[src/hdl/rfsc_pkg.sv]
// package for the radio front-end and synthesizer calibration register bank
// assumes a 32-bit avalon-mm slave with byte addresses, one register per aligned word
// Notes on behaviour
// - rx front-end bits 7:6 set low-noise amp bias and bits 5:4 amp-to-mixer bias, both read/write, reset 01.
// - rx front-end bits 3:2 set rx local oscillator buffer bias (reset 01) and bits 1:0 mixer bias (reset 10).
// - tx front-end bits 5:4 set tx local oscillator buffer bias, read/write, reset 01.
// - charge-pump calibration register bits 7:6 hold the calibration configuration, read/write, reset 10.
// - a zero in bits 5:4 of the charge-pump calibration register skips the charge-pump calibration stage; reset 10.
// - bits 3:0 of the charge-pump calibration register hold the charge-pump current result, reset 1001.
// - bit 5 of the oscillator calibration register selects the low (0) or high (1) oscillator core, reset 0.
// - bits 4:0 of the oscillator calibration register capture the current result and take software overrides, reset 01010.
// - both calibration registers return to reset values on wake from sleep mode two or three.
package rfsc_pkg;
   localparam int           ADDR_W        = 18;
   // printed offsets are register indices; byte address is four times the index
   localparam logic [15:0]  IDX_RX_FE     = 16'hDF1A;
   localparam logic [15:0]  IDX_TX_FE     = 16'hDF1B;
   localparam logic [15:0]  IDX_CAL_CP    = 16'hDF1C;
   localparam logic [15:0]  IDX_CAL_OSC   = 16'hDF1D;
   localparam logic [17:0]  ADDR_RX_FE    = {IDX_RX_FE, 2'h0};
   localparam logic [17:0]  ADDR_TX_FE    = {IDX_TX_FE, 2'h0};
   localparam logic [17:0]  ADDR_CAL_CP   = {IDX_CAL_CP, 2'h0};
   localparam logic [17:0]  ADDR_CAL_OSC  = {IDX_CAL_OSC, 2'h0};
   localparam logic [7:0]   RST_RX_FE     = 8'h56;
   localparam logic [7:0]   RST_TX_FE     = 8'h10;
   localparam logic [7:0]   RST_CAL_CP    = 8'hA9;
   localparam logic [7:0]   RST_CAL_OSC   = 8'h0A;
   localparam logic [7:0]   MASK_RX_FE    = 8'hFF;
   localparam logic [7:0]   MASK_TX_FE    = 8'h37;
   localparam logic [7:0]   MASK_CAL_CP   = 8'hFF;
   localparam logic [7:0]   MASK_CAL_OSC  = 8'h3F;
   localparam logic [7:0]   MASK_CP_RES   = 8'h0F;
   localparam logic [7:0]   MASK_OSC_RES  = 8'h1F;

   typedef struct packed {
      logic [1:0] low_noise_amp_bias;
      logic [1:0] amp_to_mixer_bias;
      logic [1:0] rx_local_osc_buffer_bias;
      logic [1:0] mixer_bias;
      logic [1:0] tx_local_osc_buffer_bias;
      logic [2:0] tx_reserved;
      logic [1:0] cal_config;
      logic [1:0] charge_pump_cal_enable;
      logic [3:0] charge_pump_current;
      logic       oscillator_core_select;
      logic [4:0] oscillator_current;
   } rfsc_fe_cfg_t;

   typedef struct packed {
      logic [7:0] rx_front_end_config;
      logic [7:0] tx_front_end_config;
      logic [7:0] synth_cal_charge_pump;
      logic [7:0] synth_cal_oscillator;
      logic       ack;
      logic [7:0] rdata;
   } rfsc_state_t;
endpackage : rfsc_pkg

[src/hdl/rfsc_regs.sv]
// register bank for rx/tx front-end bias and synthesizer calibration results
// assumes a single 200 mhz clock, an avalon-mm master, a calibration engine and a power manager on the same clock
//
// Design decision made here: register access over Avalon-MM.
`timescale 1ns/1ps
`default_nettype none
module rfsc_regs
   import rfsc_pkg::*;
(
   input  wire logic                 core_clk_in,
   input  wire logic                 reset_n_in,
   input  wire logic [ADDR_W-1:0]    avs_address_in,
   input  wire logic                 avs_read_in,
   input  wire logic                 avs_write_in,
   input  wire logic [31:0]          avs_writedata_in,
   input  wire logic [3:0]           avs_byteenable_in,
   output logic      [31:0]          avs_readdata_out,
   output logic                      avs_waitrequest_out,
   input  wire logic                 cp_cal_done_in,
   input  wire logic [3:0]           cp_cal_result_in,
   input  wire logic                 osc_cal_done_in,
   input  wire logic [4:0]           osc_cal_result_in,
   input  wire logic                 deep_sleep_wake_in,
   output logic                      cp_cal_stage_enable_out,
   output rfsc_fe_cfg_t              fe_cfg_out
);
   rfsc_state_t s;
   rfsc_state_t next_s;
   logic        req;
   logic        wr_go;
   logic        cp_take;
   logic [7:0]  rd_val;
   logic        hit_rx;
   logic        hit_tx;
   logic        hit_cp;
   logic        hit_osc;
   logic        hit_any;

   assign req   = avs_read_in | avs_write_in;
   // write lands on the edge where the master sees waitrequest low
   assign wr_go = avs_write_in & s.ack & avs_byteenable_in[0];
   // skipped charge-pump stage must not disturb the stored result
   assign cp_take = cp_cal_done_in & (s.synth_cal_charge_pump[5:4] != 2'h0);
   // address decode shared by the checks below
   assign hit_rx  = (avs_address_in == ADDR_RX_FE);
   assign hit_tx  = (avs_address_in == ADDR_TX_FE);
   assign hit_cp  = (avs_address_in == ADDR_CAL_CP);
   assign hit_osc = (avs_address_in == ADDR_CAL_OSC);
   assign hit_any = hit_rx | hit_tx | hit_cp | hit_osc;

   always_comb begin
      rd_val = 8'h00;
      if (avs_address_in == ADDR_RX_FE) begin
         rd_val = s.rx_front_end_config;
      end else if (avs_address_in == ADDR_TX_FE) begin
         rd_val = s.tx_front_end_config;
      end else if (avs_address_in == ADDR_CAL_CP) begin
         rd_val = s.synth_cal_charge_pump;
      end else if (avs_address_in == ADDR_CAL_OSC) begin
         rd_val = s.synth_cal_oscillator;
      end
   end

   always_comb begin
      next_s     = s;
      next_s.ack = 1'b0;
      if (req && !s.ack) begin
         next_s.ack = 1'b1;
         if (avs_read_in) begin
            next_s.rdata = rd_val;
         end
      end
      if (wr_go) begin
         if (avs_address_in == ADDR_RX_FE) begin
            next_s.rx_front_end_config = avs_writedata_in[7:0] & MASK_RX_FE;
         end else if (avs_address_in == ADDR_TX_FE) begin
            // reserved bits 2:0 stored as written; software keeps them zero
            next_s.tx_front_end_config = avs_writedata_in[7:0] & MASK_TX_FE;
         end else if (avs_address_in == ADDR_CAL_CP) begin
            next_s.synth_cal_charge_pump = avs_writedata_in[7:0] & MASK_CAL_CP;
         end else if (avs_address_in == ADDR_CAL_OSC) begin
            next_s.synth_cal_oscillator = avs_writedata_in[7:0] & MASK_CAL_OSC;
         end
      end
      // hardware capture after the software write so a result in the same cycle wins
      if (cp_take) begin
         next_s.synth_cal_charge_pump = (next_s.synth_cal_charge_pump & ~MASK_CP_RES)
                                      | {4'h0, cp_cal_result_in};
      end
      if (osc_cal_done_in) begin
         next_s.synth_cal_oscillator = (next_s.synth_cal_oscillator & ~MASK_OSC_RES)
                                     | {3'h0, osc_cal_result_in};
      end
      if (deep_sleep_wake_in) begin
         next_s.synth_cal_charge_pump = RST_CAL_CP;
         next_s.synth_cal_oscillator  = RST_CAL_OSC;
      end
   end

   always_ff @(posedge core_clk_in or negedge reset_n_in) begin
      if (!reset_n_in) begin
         s.rx_front_end_config   <= RST_RX_FE;
         s.tx_front_end_config   <= RST_TX_FE;
         s.synth_cal_charge_pump <= RST_CAL_CP;
         s.synth_cal_oscillator  <= RST_CAL_OSC;
         s.ack                   <= 1'b0;
         s.rdata                 <= 8'h00;
      end else begin
         s <= next_s;
      end
   end

   assign avs_waitrequest_out     = req & ~s.ack;
   assign avs_readdata_out        = {24'h000000, s.rdata};
   assign cp_cal_stage_enable_out = (s.synth_cal_charge_pump[5:4] != 2'h0);

   always_comb begin
      fe_cfg_out.low_noise_amp_bias       = s.rx_front_end_config[7:6];
      fe_cfg_out.amp_to_mixer_bias        = s.rx_front_end_config[5:4];
      fe_cfg_out.rx_local_osc_buffer_bias = s.rx_front_end_config[3:2];
      fe_cfg_out.mixer_bias               = s.rx_front_end_config[1:0];
      fe_cfg_out.tx_local_osc_buffer_bias = s.tx_front_end_config[5:4];
      fe_cfg_out.tx_reserved              = s.tx_front_end_config[2:0];
      fe_cfg_out.cal_config               = s.synth_cal_charge_pump[7:6];
      fe_cfg_out.charge_pump_cal_enable   = s.synth_cal_charge_pump[5:4];
      fe_cfg_out.charge_pump_current      = s.synth_cal_charge_pump[3:0];
      fe_cfg_out.oscillator_core_select   = s.synth_cal_oscillator[5];
      fe_cfg_out.oscillator_current       = s.synth_cal_oscillator[4:0];
   end
endmodule : rfsc_regs
`default_nettype wire

[config.mk]
export PLATFORM = sky130hd
export DESIGN_NAME = rfsc_regs
export DESIGN_NICKNAME = d
export VERILOG_FILES = /design/src/hdl/rfsc_pkg.sv /design/src/hdl/rfsc_regs.sv
export SDC_FILE = /design/constraint.sdc
export NUM_CORES = 1
export LEC_CHECK = 0
export BUFFER_PORTS_ARGS = -buffer_cell sky130_fd_sc_hd__buf_4
export CORE_ASPECT_RATIO = 1.5
export CORE_MARGIN = 2
export CORE_UTILIZATION = 45
export DETAILED_ROUTE_END_ITERATION = 12
export GPL_TIMING_DRIVEN = 1
export PLACE_DENSITY_LB_ADDON = 0.1
export SLEW_MARGIN = 40
export SYNTH_ARGS = -nofsm -noshare
export SYNTH_HDL_FRONTEND = slang
export SYNTH_SLANG_ARGS = --single-unit
[constraint.sdc]
create_clock -name core_clk_in -period 2.1 [get_ports core_clk_in]
set_input_delay 0.21 -clock core_clk_in [delete_from_list [all_inputs] [get_ports core_clk_in]]
set_output_delay 0.21 -clock core_clk_in [all_outputs]
set_load 0.02 [all_outputs]
# Yosys cells after proc, flatten, opt, wreduce, memory -nomap -nowiden
# Index checks and enable logic that the tools add are counted.
word_totals:
  output_inout_bits: 61
  input_bits: 70
  regBits: 38
  elab_cells: 53
classes:
  n_reduce_logical: 12
  n_eq_ne: 9
  muxes: 15
  bitwise: 9
ops:
  columns: ["cell", "count"]
  rows:
  - ["8-bit 2-to-1 mux", 10]
  - ["18-bit == test (second input constant)", 4]
  - ["16-bit 2-to-1 mux", 4]
  - ["3-bit inequality test (second input constant)", 5]
  - ["3-bit nonzero test", 4]
  - ["9-bit 2-to-1 mux", 1]
  - ["8-bit by 4-bit bitwise OR with 8-bit output", 1]
  - ["8-bit by 5-bit bitwise OR with 8-bit output", 1]
  - ["5-bit AND reduction", 1]
  - ["1-bit bitwise AND", 4]
  - ["2-bit AND reduction", 2]
  - ["4-bit AND reduction", 1]
  - ["3-bit AND reduction", 1]
  - ["1-bit inverter", 2]
  - ["2-bit nonzero test", 1]
  - ["1-bit logical AND", 1]
  - ["1-bit zero test", 1]
  - ["1-bit bitwise OR", 1]

# Longest topological paths before layout
# Gate-level depths: netlist of the first run.
depth:
  depth_word: 9
  mapped_depth: 6
  depth_no_buf: 4

# Worst setup path before layout of the first run
# No wires, ideal clock.
synth_timing:
  path_kind: "input to register"
  from: "input port avs_address_in[15]"
  to: "register s (netlist bit fe_cfg_out[19])"
  n_path_buf: 0
  t_arrival_ps: 1585
  path_stages: 4
  setup_slack_ps: 390
  setup_ps: 125
  path_cell_list: "nand4b_1 -> or2_4 -> nor4_4 -> mux2_2"
synth_between:
  elab_chain_len: 2
synth_lines:
  columns: ["item", "line", "text"]
  rows:
  - ["from (decl)", "rfsc_regs.sv:12", "input wire logic [ADDR_W-1:0] avs_address_in,"]
  - ["18-bit == test", "rfsc_regs.sv:74", "if (avs_address_in == ADDR_RX_FE) begin"]
  - ["2-bit AND reduction (no line)", null, null]
  - ["to (signal assigned)", "rfsc_regs.sv:109", "s <= next_s;"]
  - ["to (decl)", "rfsc_regs.sv:27", "rfsc_state_t s;"]
# Every way passes these cells.
# A chain may end at the register's enable or synchronous reset.

# Final worst setup path of the first run
layout_timing:
  from: "register s[8] (netlist name)"
  to: "register s (netlist bit fe_cfg_out[15])"
layout_between:
  elab_chain_len: 3
layout_lines:
  columns: ["item", "line", "text"]
  rows:
  - ["1-bit bitwise AND (2 in series)", "rfsc_regs.sv:41", "assign wr_go = avs_write_in & s.ack & avs_byteenable_in[0];"]
  - ["3-bit AND reduction (no line)", null, null]
# Every way passes these cells.

==> results of run 1 <==
flip-flops by register name, indices dropped and copies added, names as in the netlist:
signal,cells
avs_readdata_out,8
s,1
fe_cfg_out,27
worst paths after layout:
kind                                   to  cells after the start           startpoint  slack, ns
setup / recovery           fe_cfg_out[15]                      4                 s[8]       0.31
hold / removal             fe_cfg_out[13]                      2  avs_writedata_in[7]       0.14
setup reg to reg           fe_cfg_out[15]                      4                 s[8]       0.31
hold reg to reg                      s[8]                      1                 s[8]       0.47
max in group asynchronous  fe_cfg_out[23]                      2           reset_n_in       1.32
min in group asynchronous  fe_cfg_out[26]                      2           reset_n_in       0.42
cells in the mapped netlist, types with 3 or more instances:
| master | number | area share |
|---|---|---|
| sky130_fd_sc_hd__a2111oi_0 | 4 | 0.015 |
| sky130_fd_sc_hd__a211oi_1 | 4 | 0.013 |
| sky130_fd_sc_hd__a21oi_1 | 6 | 0.013 |
| sky130_fd_sc_hd__a221o_1 | 3 | 0.013 |
| sky130_fd_sc_hd__a22o_1 | 6 | 0.022 |
| sky130_fd_sc_hd__a22oi_1 | 3 | 0.0094 |
| sky130_fd_sc_hd__and3_1 | 3 | 0.0078 |
| sky130_fd_sc_hd__buf_4 | 60 | 0.19 |
| sky130_fd_sc_hd__clkbuf_1 | 7 | 0.011 |
| sky130_fd_sc_hd__dfrtp_1 | 25 | 0.26 |
| sky130_fd_sc_hd__dfstp_2 | 11 | 0.12 |
| sky130_fd_sc_hd__mux2_2 | 13 | 0.061 |
| sky130_fd_sc_hd__mux2i_1 | 10 | 0.042 |
| sky130_fd_sc_hd__nand2_1 | 6 | 0.0094 |
| sky130_fd_sc_hd__nand3_1 | 5 | 0.010 |
| sky130_fd_sc_hd__nor2_1 | 8 | 0.013 |
| sky130_fd_sc_hd__nor3_1 | 9 | 0.019 |
| sky130_fd_sc_hd__nor4_1 | 4 | 0.010 |
| sky130_fd_sc_hd__o21ai_0 | 3 | 0.0063 |
| sky130_fd_sc_hd__o22ai_1 | 5 | 0.013 |
| sky130_fd_sc_hd__o31ai_1 | 3 | 0.0094 |
logic make-up (layout without fill, tap and decap cells):
kind of cell | Yosys count | count (layout) | share of synthesized area
multiplexers | 23 | 23 | 0.103
other | 1 | 24 | 0.00156
flip-flops | 36 | 36 | 0.381
buffers and inverters | 70 | 94 | 0.204
AND/OR/NAND/NOR | 58 | 58 | 0.178
AO/OA/AOI/OAI | 43 | 43 | 0.133
metal layers:
metal | global-route usage | share of wire
met5 | 0 | 0
met4 | 0.0707 | 0.014
met2 | 0.337 | 0.53
met3 | 0.0265 | 0.060
met1 | 0.256 | 0.39
final cells by class:
cell class	count	share of cell area
Clock buffer	7	0.0306
Timing Repair Buffer	85	0.227
Inverter	1	0.00133
Multi-Input combinational cell	148	0.384
Tap cell	68	0.0302
Sequential cell	36	0.324
Clock inverter	1	0.00266
placed cells by master (no fill, tap or decap), types with 2 or more instances in the layout:
| cell | n |
|---|---|
| sky130_fd_sc_hd__a2111oi_0 | 4 |
| sky130_fd_sc_hd__a211o_1 | 2 |
| sky130_fd_sc_hd__a311oi_1 | 2 |
| sky130_fd_sc_hd__mux2_2 | 13 |
| sky130_fd_sc_hd__nand2_1 | 6 |
| sky130_fd_sc_hd__mux2i_1 | 10 |
| sky130_fd_sc_hd__nor4_4 | 2 |
| sky130_fd_sc_hd__nor2_1 | 8 |
| sky130_fd_sc_hd__o21ai_0 | 3 |
| sky130_fd_sc_hd__nand4b_1 | 2 |
| sky130_fd_sc_hd__and4b_1 | 2 |
| sky130_fd_sc_hd__a21oi_1 | 6 |
| sky130_fd_sc_hd__nor4_1 | 4 |
| sky130_fd_sc_hd__nand2b_1 | 2 |
| sky130_fd_sc_hd__conb_1 | 24 |
| sky130_fd_sc_hd__dfstp_2 | 11 |
| sky130_fd_sc_hd__a22oi_1 | 3 |
| sky130_fd_sc_hd__buf_4 | 84 |
| sky130_fd_sc_hd__nand3_1 | 5 |
| sky130_fd_sc_hd__a211oi_1 | 4 |
| sky130_fd_sc_hd__a221o_1 | 3 |
| sky130_fd_sc_hd__a21boi_0 | 2 |
| sky130_fd_sc_hd__o31ai_1 | 3 |
| sky130_fd_sc_hd__clkbuf_8 | 6 |
| sky130_fd_sc_hd__and3_1 | 3 |
| sky130_fd_sc_hd__a22o_1 | 6 |
| sky130_fd_sc_hd__nor3_1 | 9 |
| sky130_fd_sc_hd__dfrtp_1 | 25 |
| sky130_fd_sc_hd__and4_1 | 2 |
| sky130_fd_sc_hd__o22ai_1 | 5 |
power by group:
part	leakage (nW)	internal [W]	total, W	switching (W)
clock network	0.0445	0.000267	0.000517	0.000250
logic	0.832	0.0000972	0.000243	0.000146
registers	0.458	0.000710	0.000721	0.0000112
total	1.33	0.00107	0.00148	0.000407
metrics by stage:
| stage | power, W | setup slack [ns] | hold WS [ns] | util |
|---|---|---|---|---|
| floorplan | 0.000899 | 0.390 | -0.0856 | - |
| finish | 0.00148 | 0.312 | 0.140 | 0.550 |
| global route | 0.00154 | 0.209 | 0.139 | 0.550 |
| CTS | 0.00149 | 0.325 | 0.144 | 0.550 |
| global placement | 0.000974 | 0.208 | 0.198 | 0.530 |
| detailed placement | 0.000975 | 0.205 | 0.197 | 0.530 |
worst max-delay path, delay by kind of cell, from the launching register on:
kind             cells  cell delay, ns
flip-flops           1            0.36
AND/OR/NAND/NOR      3            0.92
multiplexers         1            0.40
==> results.txt, run 1 <==
----------------------------------------------------
[Status]
  Outcome ... complete, no violations

[Route]
  DRC violation count after routing ... 0
  Residual antenna-violating net count after detailed routing ... 0
  Vias per Instance ... 5.23
  Detailed-router iteration count before antenna repair ... 4
  WL final ... 5700 µm
  First DRT Iteration DRCs ... 55
  Detailed-route via count ... 1810
  Routed WL per cell ... 16.5 µm

[Critical path]
  Cell Chain, Critical Path ... nand3_1 > or2_4 > nor4_4 > mux2_2
  Worst Path Arrival ... 1.96 ns
  Slowest-stage cell, CP ... sky130_fd_sc_hd__nor4_4
  Kind of critical path ... reg2reg
  Required time of the worst setup path ... 2.28 ns
  Critical Path Max Stage Delay ... 0.51 ns
  Critical Path End Type ... flip-flop
  Startpoint type of the worst setup path ... flip-flop
  Largest fanout on the critical path ... 5

[Global routing]
  Pin count of the biggest net entering global routing ... 37
  Grt total ovfl ... 0
  Total GRT Usage ... 0.198
  Number of antenna violations at the first check in global routing ... 0
  Vias in the first global route ... 1694
  First-pass GRT wire length ... 9030 µm

[Final layout]
  Sequential cell area ... 915 µm²
  Proportion of layout cells with a drive suffix above 1 ... 0.453
  Fillers ... 502
  Antenna fix cells ... 0
  Final Instance Count excl. Fillers ... 346
  Area of the multi-input gates ... 0.00108 mm²
  Area growth from synthesis to layout ... 17.5%
  Fin nets ... 347
  Post-route standard cell area excluding fillers ... 0.00282 mm²

[Synth]
  #FFs+latches synth ... 36
  Netlist cell types ... 46
  Post-synthesis area per instance ... 10.4 µm²
  Number of cells produced by synthesis ... 231
  Share of synthesized flip-flops with an asynchronous set or reset ... 1.00
  Post-synth design cell area ... 0.00240 mm²
  Main synth FF type ... sky130_fd_sc_hd__dfrtp_1
  Yosys warnings ... 0
  Number of enable-type register cells in the synthesized netlist ... 0
  Sequential fraction of the synthesis area ... 0.381

[STA]
  Setup TNS ... 0 ns
  Setup Skew ... 0.00901 ns
  Max_slew headroom ... 0.651
  Post-layout min period ... 1.79 ns
  Final setup violating endpoints ... 0
  Unrepaired setup endpoints after global routing ... false
  Number of hold violations in the final report ... 0
  Pins over their slew limit ... 0
  Highest clock frequency the design can meet ... 559 MHz
  Final clock period utilization by the worst path ... 0.851
  Slew @ Worst Pin ... 0.519 ns

[CTS]
  Number of hold buffers added after CTS ... 1
  H-tree levels ... 2
  Root cell of the clock tree ... sky130_fd_sc_hd__clkbuf_8
  Clock tree from TritonCTS ... yes
  Max Buffers Root-to-Sink ... 2
  Number of CTS-inserted buffers ... 5
  Later-pin clock latency in the skew report ... 0.29 ns
  Cells resized by post-CTS repair ... 0
  Clock transition at path regs ... 0.07 ns
  Number of clock sinks ... 36
  Number of buffers inserted by post-CTS setup repair ... 0

[Placed design]
  Global placer's final weighted congestion ... 0.816
  Area post-placement ... 0.00272 mm²
  Half-perimeter wire length after detailed placement ... 4320 µm
  Total of buffers placed on input and output ports ... 79
  Placed insts ... 337

[Power and ir drop]
  Leakage ... 1.33 nW
  Max rail drop VDD ... 0.383 mV
  Power per unit of standard cell area ... 525 mW/mm²

[Floorplanning]
  Die Area ... 0.00595 mm²
  Core Box Area ... 0.00512 mm²
  Number of ports placed on the die boundary ... 131
  Die boundary width ... 63.6 µm
  Starting density of the core ... 0.468
  Floorplan row count ... 32
  Height of the die ... 93.4 µm

[Flow run]
  Number of max-cap violations ... 0

[Hold path]
  Path type of the worst min-delay path ... in2reg

----------------------------------------------------
Note: power is estimated with default switching activity, not from simulation.
==> run 2: changes to the inputs <==
Settings changed: CORE_UTILIZATION 45 to 40, SETUP_SLACK_MARGIN set to 0.4.
==> results.txt, run 2 (synthesis gave the netlist of run 1 again) <==
----------------------------------------------------
[STA]
  Setup Skew ... 0.00535 ns
  Number of hold violations in the final report ... 0
  Highest clock frequency the design can meet ... 621 MHz
  Setup TNS ... 0 ns
  Post-layout min period ... 1.61 ns
  Final setup violating endpoints ... 0
  Final clock period utilization by the worst path ... 0.767
  Unrepaired setup endpoints after global routing ... true
  Pins over their slew limit ... 0

[Placed design]
  Half-perimeter wire length after detailed placement ... 4470 µm
  Total of buffers placed on input and output ports ... 79
  Global placer's final weighted congestion ... 0.831

[Power and ir drop]
  Max rail drop VDD ... 0.281 mV
  Leakage ... 1.35 nW
  Pwr Total ... 0.00148 W
  Power per unit of standard cell area ... 519 mW/mm²

[CTS]
  Later-pin clock latency in the skew report ... 0.29 ns
  Clock transition at path regs ... 0.07 ns
  Number of CTS-inserted buffers ... 5
  Root cell of the clock tree ... sky130_fd_sc_hd__clkbuf_8
  Clock tree from TritonCTS ... yes
  Max Buffers Root-to-Sink ... 2
  H-tree levels ... 2
  Number of clock sinks ... 36

[Critical path]
  Number of cells traversed by the worst register-to-register path ... 4
  Crit-path most repeated cell ... sky130_fd_sc_hd__buf_4
  Slowest-stage cell, CP ... sky130_fd_sc_hd__nor4b_4
  R2R Path Start ... fe_cfg_out[10]
  Cell Chain, Critical Path ... buf_4 > nor4b_4 > nand3_4 > nor4_4 > buf_4 > mux2_2
  Register-to-Register Setup Slack ... 0.49 ns
  Critical Path End Type ... flip-flop
  Largest fanout on the critical path ... 6
  Reg-to-Reg End ... fe_cfg_out[9]
  Kind of critical path ... in2reg
  Required time of the worst setup path ... 2.28 ns
  Startpoint type of the worst setup path ... primary input
  Worst Path Arrival ... 1.79 ns
  Critical Path Max Stage Delay ... 0.40 ns

[Global routing]
  Most Crowded Layer GR ... met2
  Global-route met3 utilization ... 0.0320
  First-pass GRT wire length ... 9320 µm
  Vias in the first global route ... 1801
  Number of antenna violations at the first check in global routing ... 0
  Met1 GRT Util ... 0.229
  Met2 track utilization from global routing ... 0.318
  Grt total ovfl ... 0
  Pin count of the biggest net entering global routing ... 37
  Total GRT Usage ... 0.186

[Final layout]
  Core utilization of the finished layout ... 0.493
  Proportion of layout cells with a drive suffix above 1 ... 0.461
  Most common cell after layout, fill and taps aside ... sky130_fd_sc_hd__buf_4
  Most frequent cells in the layout ... sky130_fd_sc_hd__buf_4 (85), sky130_fd_sc_hd__dfrtp_1 (25), sky130_fd_sc_hd__conb_1 (24)
  Fin nets ... 349
  Area growth from synthesis to layout ... 18.8%
  Largest register FFs ... 27
  Antenna fix cells ... 0

[Route]
  WL final ... 5810 µm
  Detailed-route via count ... 1780
  First DRT Iteration DRCs ... 47
  Residual antenna-violating net count after detailed routing ... 0
  DRC violation count after routing ... 0
  Vias per Instance ... 5.06
  Detailed-router iteration count before antenna repair ... 4
  Routed WL per cell ... 16.5 µm

[Floorplanning]
  Floorplan row count ... 34
  Core Box Area ... 0.00579 mm²
  Starting density of the core ... 0.415
  Number of ports placed on the die boundary ... 131
  Die Area ... 0.00665 mm²
  Height of the die ... 98.9 µm
  Die boundary width ... 67.2 µm

[Hold path]
  Hold worst-path end ... fe_cfg_out[13]
  Depth of the worst hold-timing path ... 2
  Path type of the worst min-delay path ... in2reg
  Min-Delay Startpoint ... avs_writedata_in[7]

[Status]
  Outcome ... complete, no violations

[Flow run]
  Number of max-cap violations ... 0

----------------------------------------------------
-- run 2: cell types whose count changed in the layout (fill, tap and decap cells not counted), sizes merged --
cell / change
buf: +2
-- run 2: report_power, final --
| part | internal [W] | leakage (nW) | switching, W |
|---|---|---|---|
| Sequential | 0.000710 | 0.458 | 0.0000114 |
| Clock | 0.000266 | 0.0445 | 0.000244 |
| Combinational | 0.000100 | 0.844 | 0.000147 |
-- run 2: how the worst max path moves through the flow --
stage                  startpoint  cells after the start  slack, ns             end
6_report        avs_address_in[1]                      6       0.49  fe_cfg_out[22]
5_1_grt            fe_cfg_out[10]                      4       0.37   fe_cfg_out[9]
4_1_cts                      s[8]                      5       0.43  fe_cfg_out[19]
3_5_place_dp    avs_address_in[1]                      6       0.24  fe_cfg_out[19]
3_3_place_gp    avs_address_in[1]                      6       0.27  fe_cfg_out[24]
2_1_floorplan  avs_address_in[15]                      4       0.39  fe_cfg_out[19]
-- run 2: what timing repair did --
action / CTS / global route
gates resized for setup: 1 / 2
hold buffers: 1 / 0
setup buffers: 0 / 1
cloned: 0 / 0
pin swaps: 1 / 2
setup endpoints to repair: 7 / 8
hold endpoints to repair: 25 / 0
-- run 2: area by class of cell --
| type | count | area, µm² |
|---|---|---|
| clock buffers | 7 | 86.3 |
| flip-flops and latches | 36 | 915 |
| fillers | 579 | 2940 |
| clock inverters | 1 | 7.51 |
| well taps | 72 | 90.1 |
| inverters | 1 | 3.75 |
| multi-input cells | 148 | 1090 |
| repair buffers | 87 | 659 |
-- run 2: metal layers --
layer	wire length, µm	vias to the layer above
li1	-	866
met1	2320	843
met2	3040	64
met3	341	7
met4	110	0
met5	0	-
-- run 2: critical path, delay by kind of cell --
family | cells | cell delay, ns
buffers and inverters | 2 | 0.31
muxes | 1 | 0.32
and+or+nand+nor | 3 | 0.94
-- run 2: per-stage QoR --
stage	cell area (µm²)	instances	worst slack [ns]	hold slack, ns
3_3_place_gp	2730	342	0.270	0.203
6_report	2850	352	0.489	0.143
4_1_cts	2840	351	0.429	0.139
5_1_grt	2850	352	0.371	0.142
3_5_place_dp	2730	342	0.241	0.200
2_1_floorplan	2490	254	0.391	-0.0856
==> run 3: changes to the inputs <==
Clock period 2.1 ns to 1.6 ns, I/O delays scaled along.
==> results.txt, run 3 (synthesis gave the netlist of run 1 again) <==
----------------------------------------------------
[CTS]
  Clock tree from TritonCTS ... yes
  Number of CTS-inserted buffers ... 5
  Later-pin clock latency in the skew report ... 0.29 ns
  H-tree levels ... 2
  Clock transition at path regs ... 0.07 ns
  Root cell of the clock tree ... sky130_fd_sc_hd__clkbuf_8
  Max Buffers Root-to-Sink ... 2
  Number of clock sinks ... 36

[STA]
  Pins over their slew limit ... 0
  Highest clock frequency the design can meet ... 643 MHz
  Final clock period utilization by the worst path ... 0.972
  Setup Skew ... 0.00707 ns
  Unrepaired setup endpoints after global routing ... true
  Number of hold violations in the final report ... 0
  Post-layout min period ... 1.56 ns
  Final setup violating endpoints ... 0

[Global routing]
  Vias in the first global route ... 1853
  First-pass GRT wire length ... 9370 µm
  Total GRT Usage ... 0.184
  Number of antenna violations at the first check in global routing ... 0
  Pin count of the biggest net entering global routing ... 37
  Grt total ovfl ... 0

[Status]
  Outcome ... complete, no violations

[Critical path]
  Cell Chain, Critical Path ... nand3_2 > buf_6 > or3_4 > buf_8 > nor4_4 > nor4_1
  Startpoint type of the worst setup path ... flip-flop
  Kind of critical path ... reg2reg
  Worst Path Arrival ... 1.72 ns
  Sum of buffers and inverters on the critical path ... 2
  Required time of the worst setup path ... 1.77 ns
  Largest fanout on the critical path ... 6
  Critical Path Max Stage Delay ... 0.37 ns
  Critical Path End Type ... flip-flop
  Top Family by Delay on Critical Path ... simple AND/OR/NAND/NOR gates
  Slowest-stage cell, CP ... sky130_fd_sc_hd__dfrtp_1

[Power and ir drop]
  Pwr Total ... 0.00199 W
  Max rail drop VDD ... 0.367 mV
  Leakage ... 1.60 nW
  Power per unit of standard cell area ... 589 mW/mm²

[Route]
  Residual antenna-violating net count after detailed routing ... 0
  DRC violation count after routing ... 0
  Vias per Instance ... 5.05
  Detailed-route via count ... 1954
  Routed WL per cell ... 15.9 µm
  Detailed-router iteration count before antenna repair ... 4
  First DRT Iteration DRCs ... 60
  WL final ... 6140 µm

[Final layout]
  Final Instance Count excl. Fillers ... 387
  Fin nets ... 384
  Area of the multi-input gates ... 0.00128 mm²
  Area growth from synthesis to layout ... 40.5%
  Most common cell after layout, fill and taps aside ... sky130_fd_sc_hd__buf_4
  Sequential cell area ... 915 µm²
  Largest register FFs ... 27
  Proportion of layout cells with a drive suffix above 1 ... 0.587
  Fillers ... 533
  Most frequent cells in the layout ... sky130_fd_sc_hd__buf_4 (107), sky130_fd_sc_hd__dfrtp_1 (25), sky130_fd_sc_hd__conb_1 (24)
  Antenna fix cells ... 0
  Core utilization of the finished layout ... 0.583

[Floorplanning]
  Height of the die ... 98.9 µm
  Number of ports placed on the die boundary ... 131
  Die boundary width ... 67.2 µm
  Die Area ... 0.00665 mm²
  Floorplan row count ... 34
  Core Box Area ... 0.00579 mm²
  Starting density of the core ... 0.415

[Placed design]
  Total of buffers placed on input and output ports ... 79
  Placed insts ... 358
  Global placer's final weighted congestion ... 0.750
  Half-perimeter wire length after detailed placement ... 4630 µm

[Hold path]
  Path type of the worst min-delay path ... in2reg

[Flow run]
  Number of max-cap violations ... 0

----------------------------------------------------
## run 3: cell types whose count changed in the layout (fill, tap and decap cells not counted), moves of 3 or more
cell and change:
sky130_fd_sc_hd__o31ai_1 -3, sky130_fd_sc_hd__mux2_2 -10, sky130_fd_sc_hd__o31ai_2 +3, sky130_fd_sc_hd__mux2_4 +10
sky130_fd_sc_hd__buf_4 +22, sky130_fd_sc_hd__buf_6 +10
## run 3: cell type report
class	instances	area share
multi-input combinational	148	0.380
timing repair buffer	122	0.294
sequential	36	0.271
tap	72	0.0267
clock buffer	5	0.0204
clock inverter	3	0.00557
inverter	1	0.00111
## run 3: final timing paths
path / cells after the start / start / slack (ns) / to
max: 6 / s[8] / 0.04 / fe_cfg_out[7]
min: 2 / avs_writedata_in[7] / 0.10 / fe_cfg_out[13]
max reg2reg: 6 / s[8] / 0.04 / fe_cfg_out[7]
min reg2reg: 1 / avs_readdata_out[3] / 0.51 / avs_readdata_out[3]
max in group asynchronous: 2 / reset_n_in / 0.89 / fe_cfg_out[11]
min in group asynchronous: 2 / reset_n_in / 0.36 / fe_cfg_out[26]
## run 3: power breakdown
part           internal [W]  leakage [nW]  total (W)  switching, W
sequential         0.000932         0.458   0.000947     0.0000153
combinational      0.000180          1.09   0.000399      0.000219
clock              0.000303        0.0479   0.000641      0.000337
total               0.00142          1.60    0.00199      0.000571
## run 3: metrics by stage
step                      hold slack [ns]  TNS, ns  instance area, µm²  worst slack (ns)
final                               0.102        0                3370            0.0447
after global routing                0.101        0                3370           0.00195
after CTS                           0.101        0                3160            0.0604
after detailed placement            0.147    -2.05                2920            -0.148
after global placement              0.150    -2.00                2920            -0.151
after floorplan                    -0.136   -0.327                2560           -0.0590
## run 3: timing repair
item	in CTS	in global routing
setup endpoints to repair	36	40
buffers inserted	4	16
resized for setup	28	18
hold endpoints to repair	25	0
hold buffers	1	0
pin swaps	16	13
gates cloned	0	0
## run 3: routing by layer
metal / routed length (µm) / part of all wire / global-route usage / vias to the layer above
met1: 2500 / 0.41 / 0.233 / 955
met2: 3330 / 0.54 / 0.317 / 54
met3: 221 / 0.036 / 0.0228 / 6
met5: 0 / 0 / 0 / -
li1: - / - / - / 939
met4: 80 / 0.013 / 0.0597 / 0
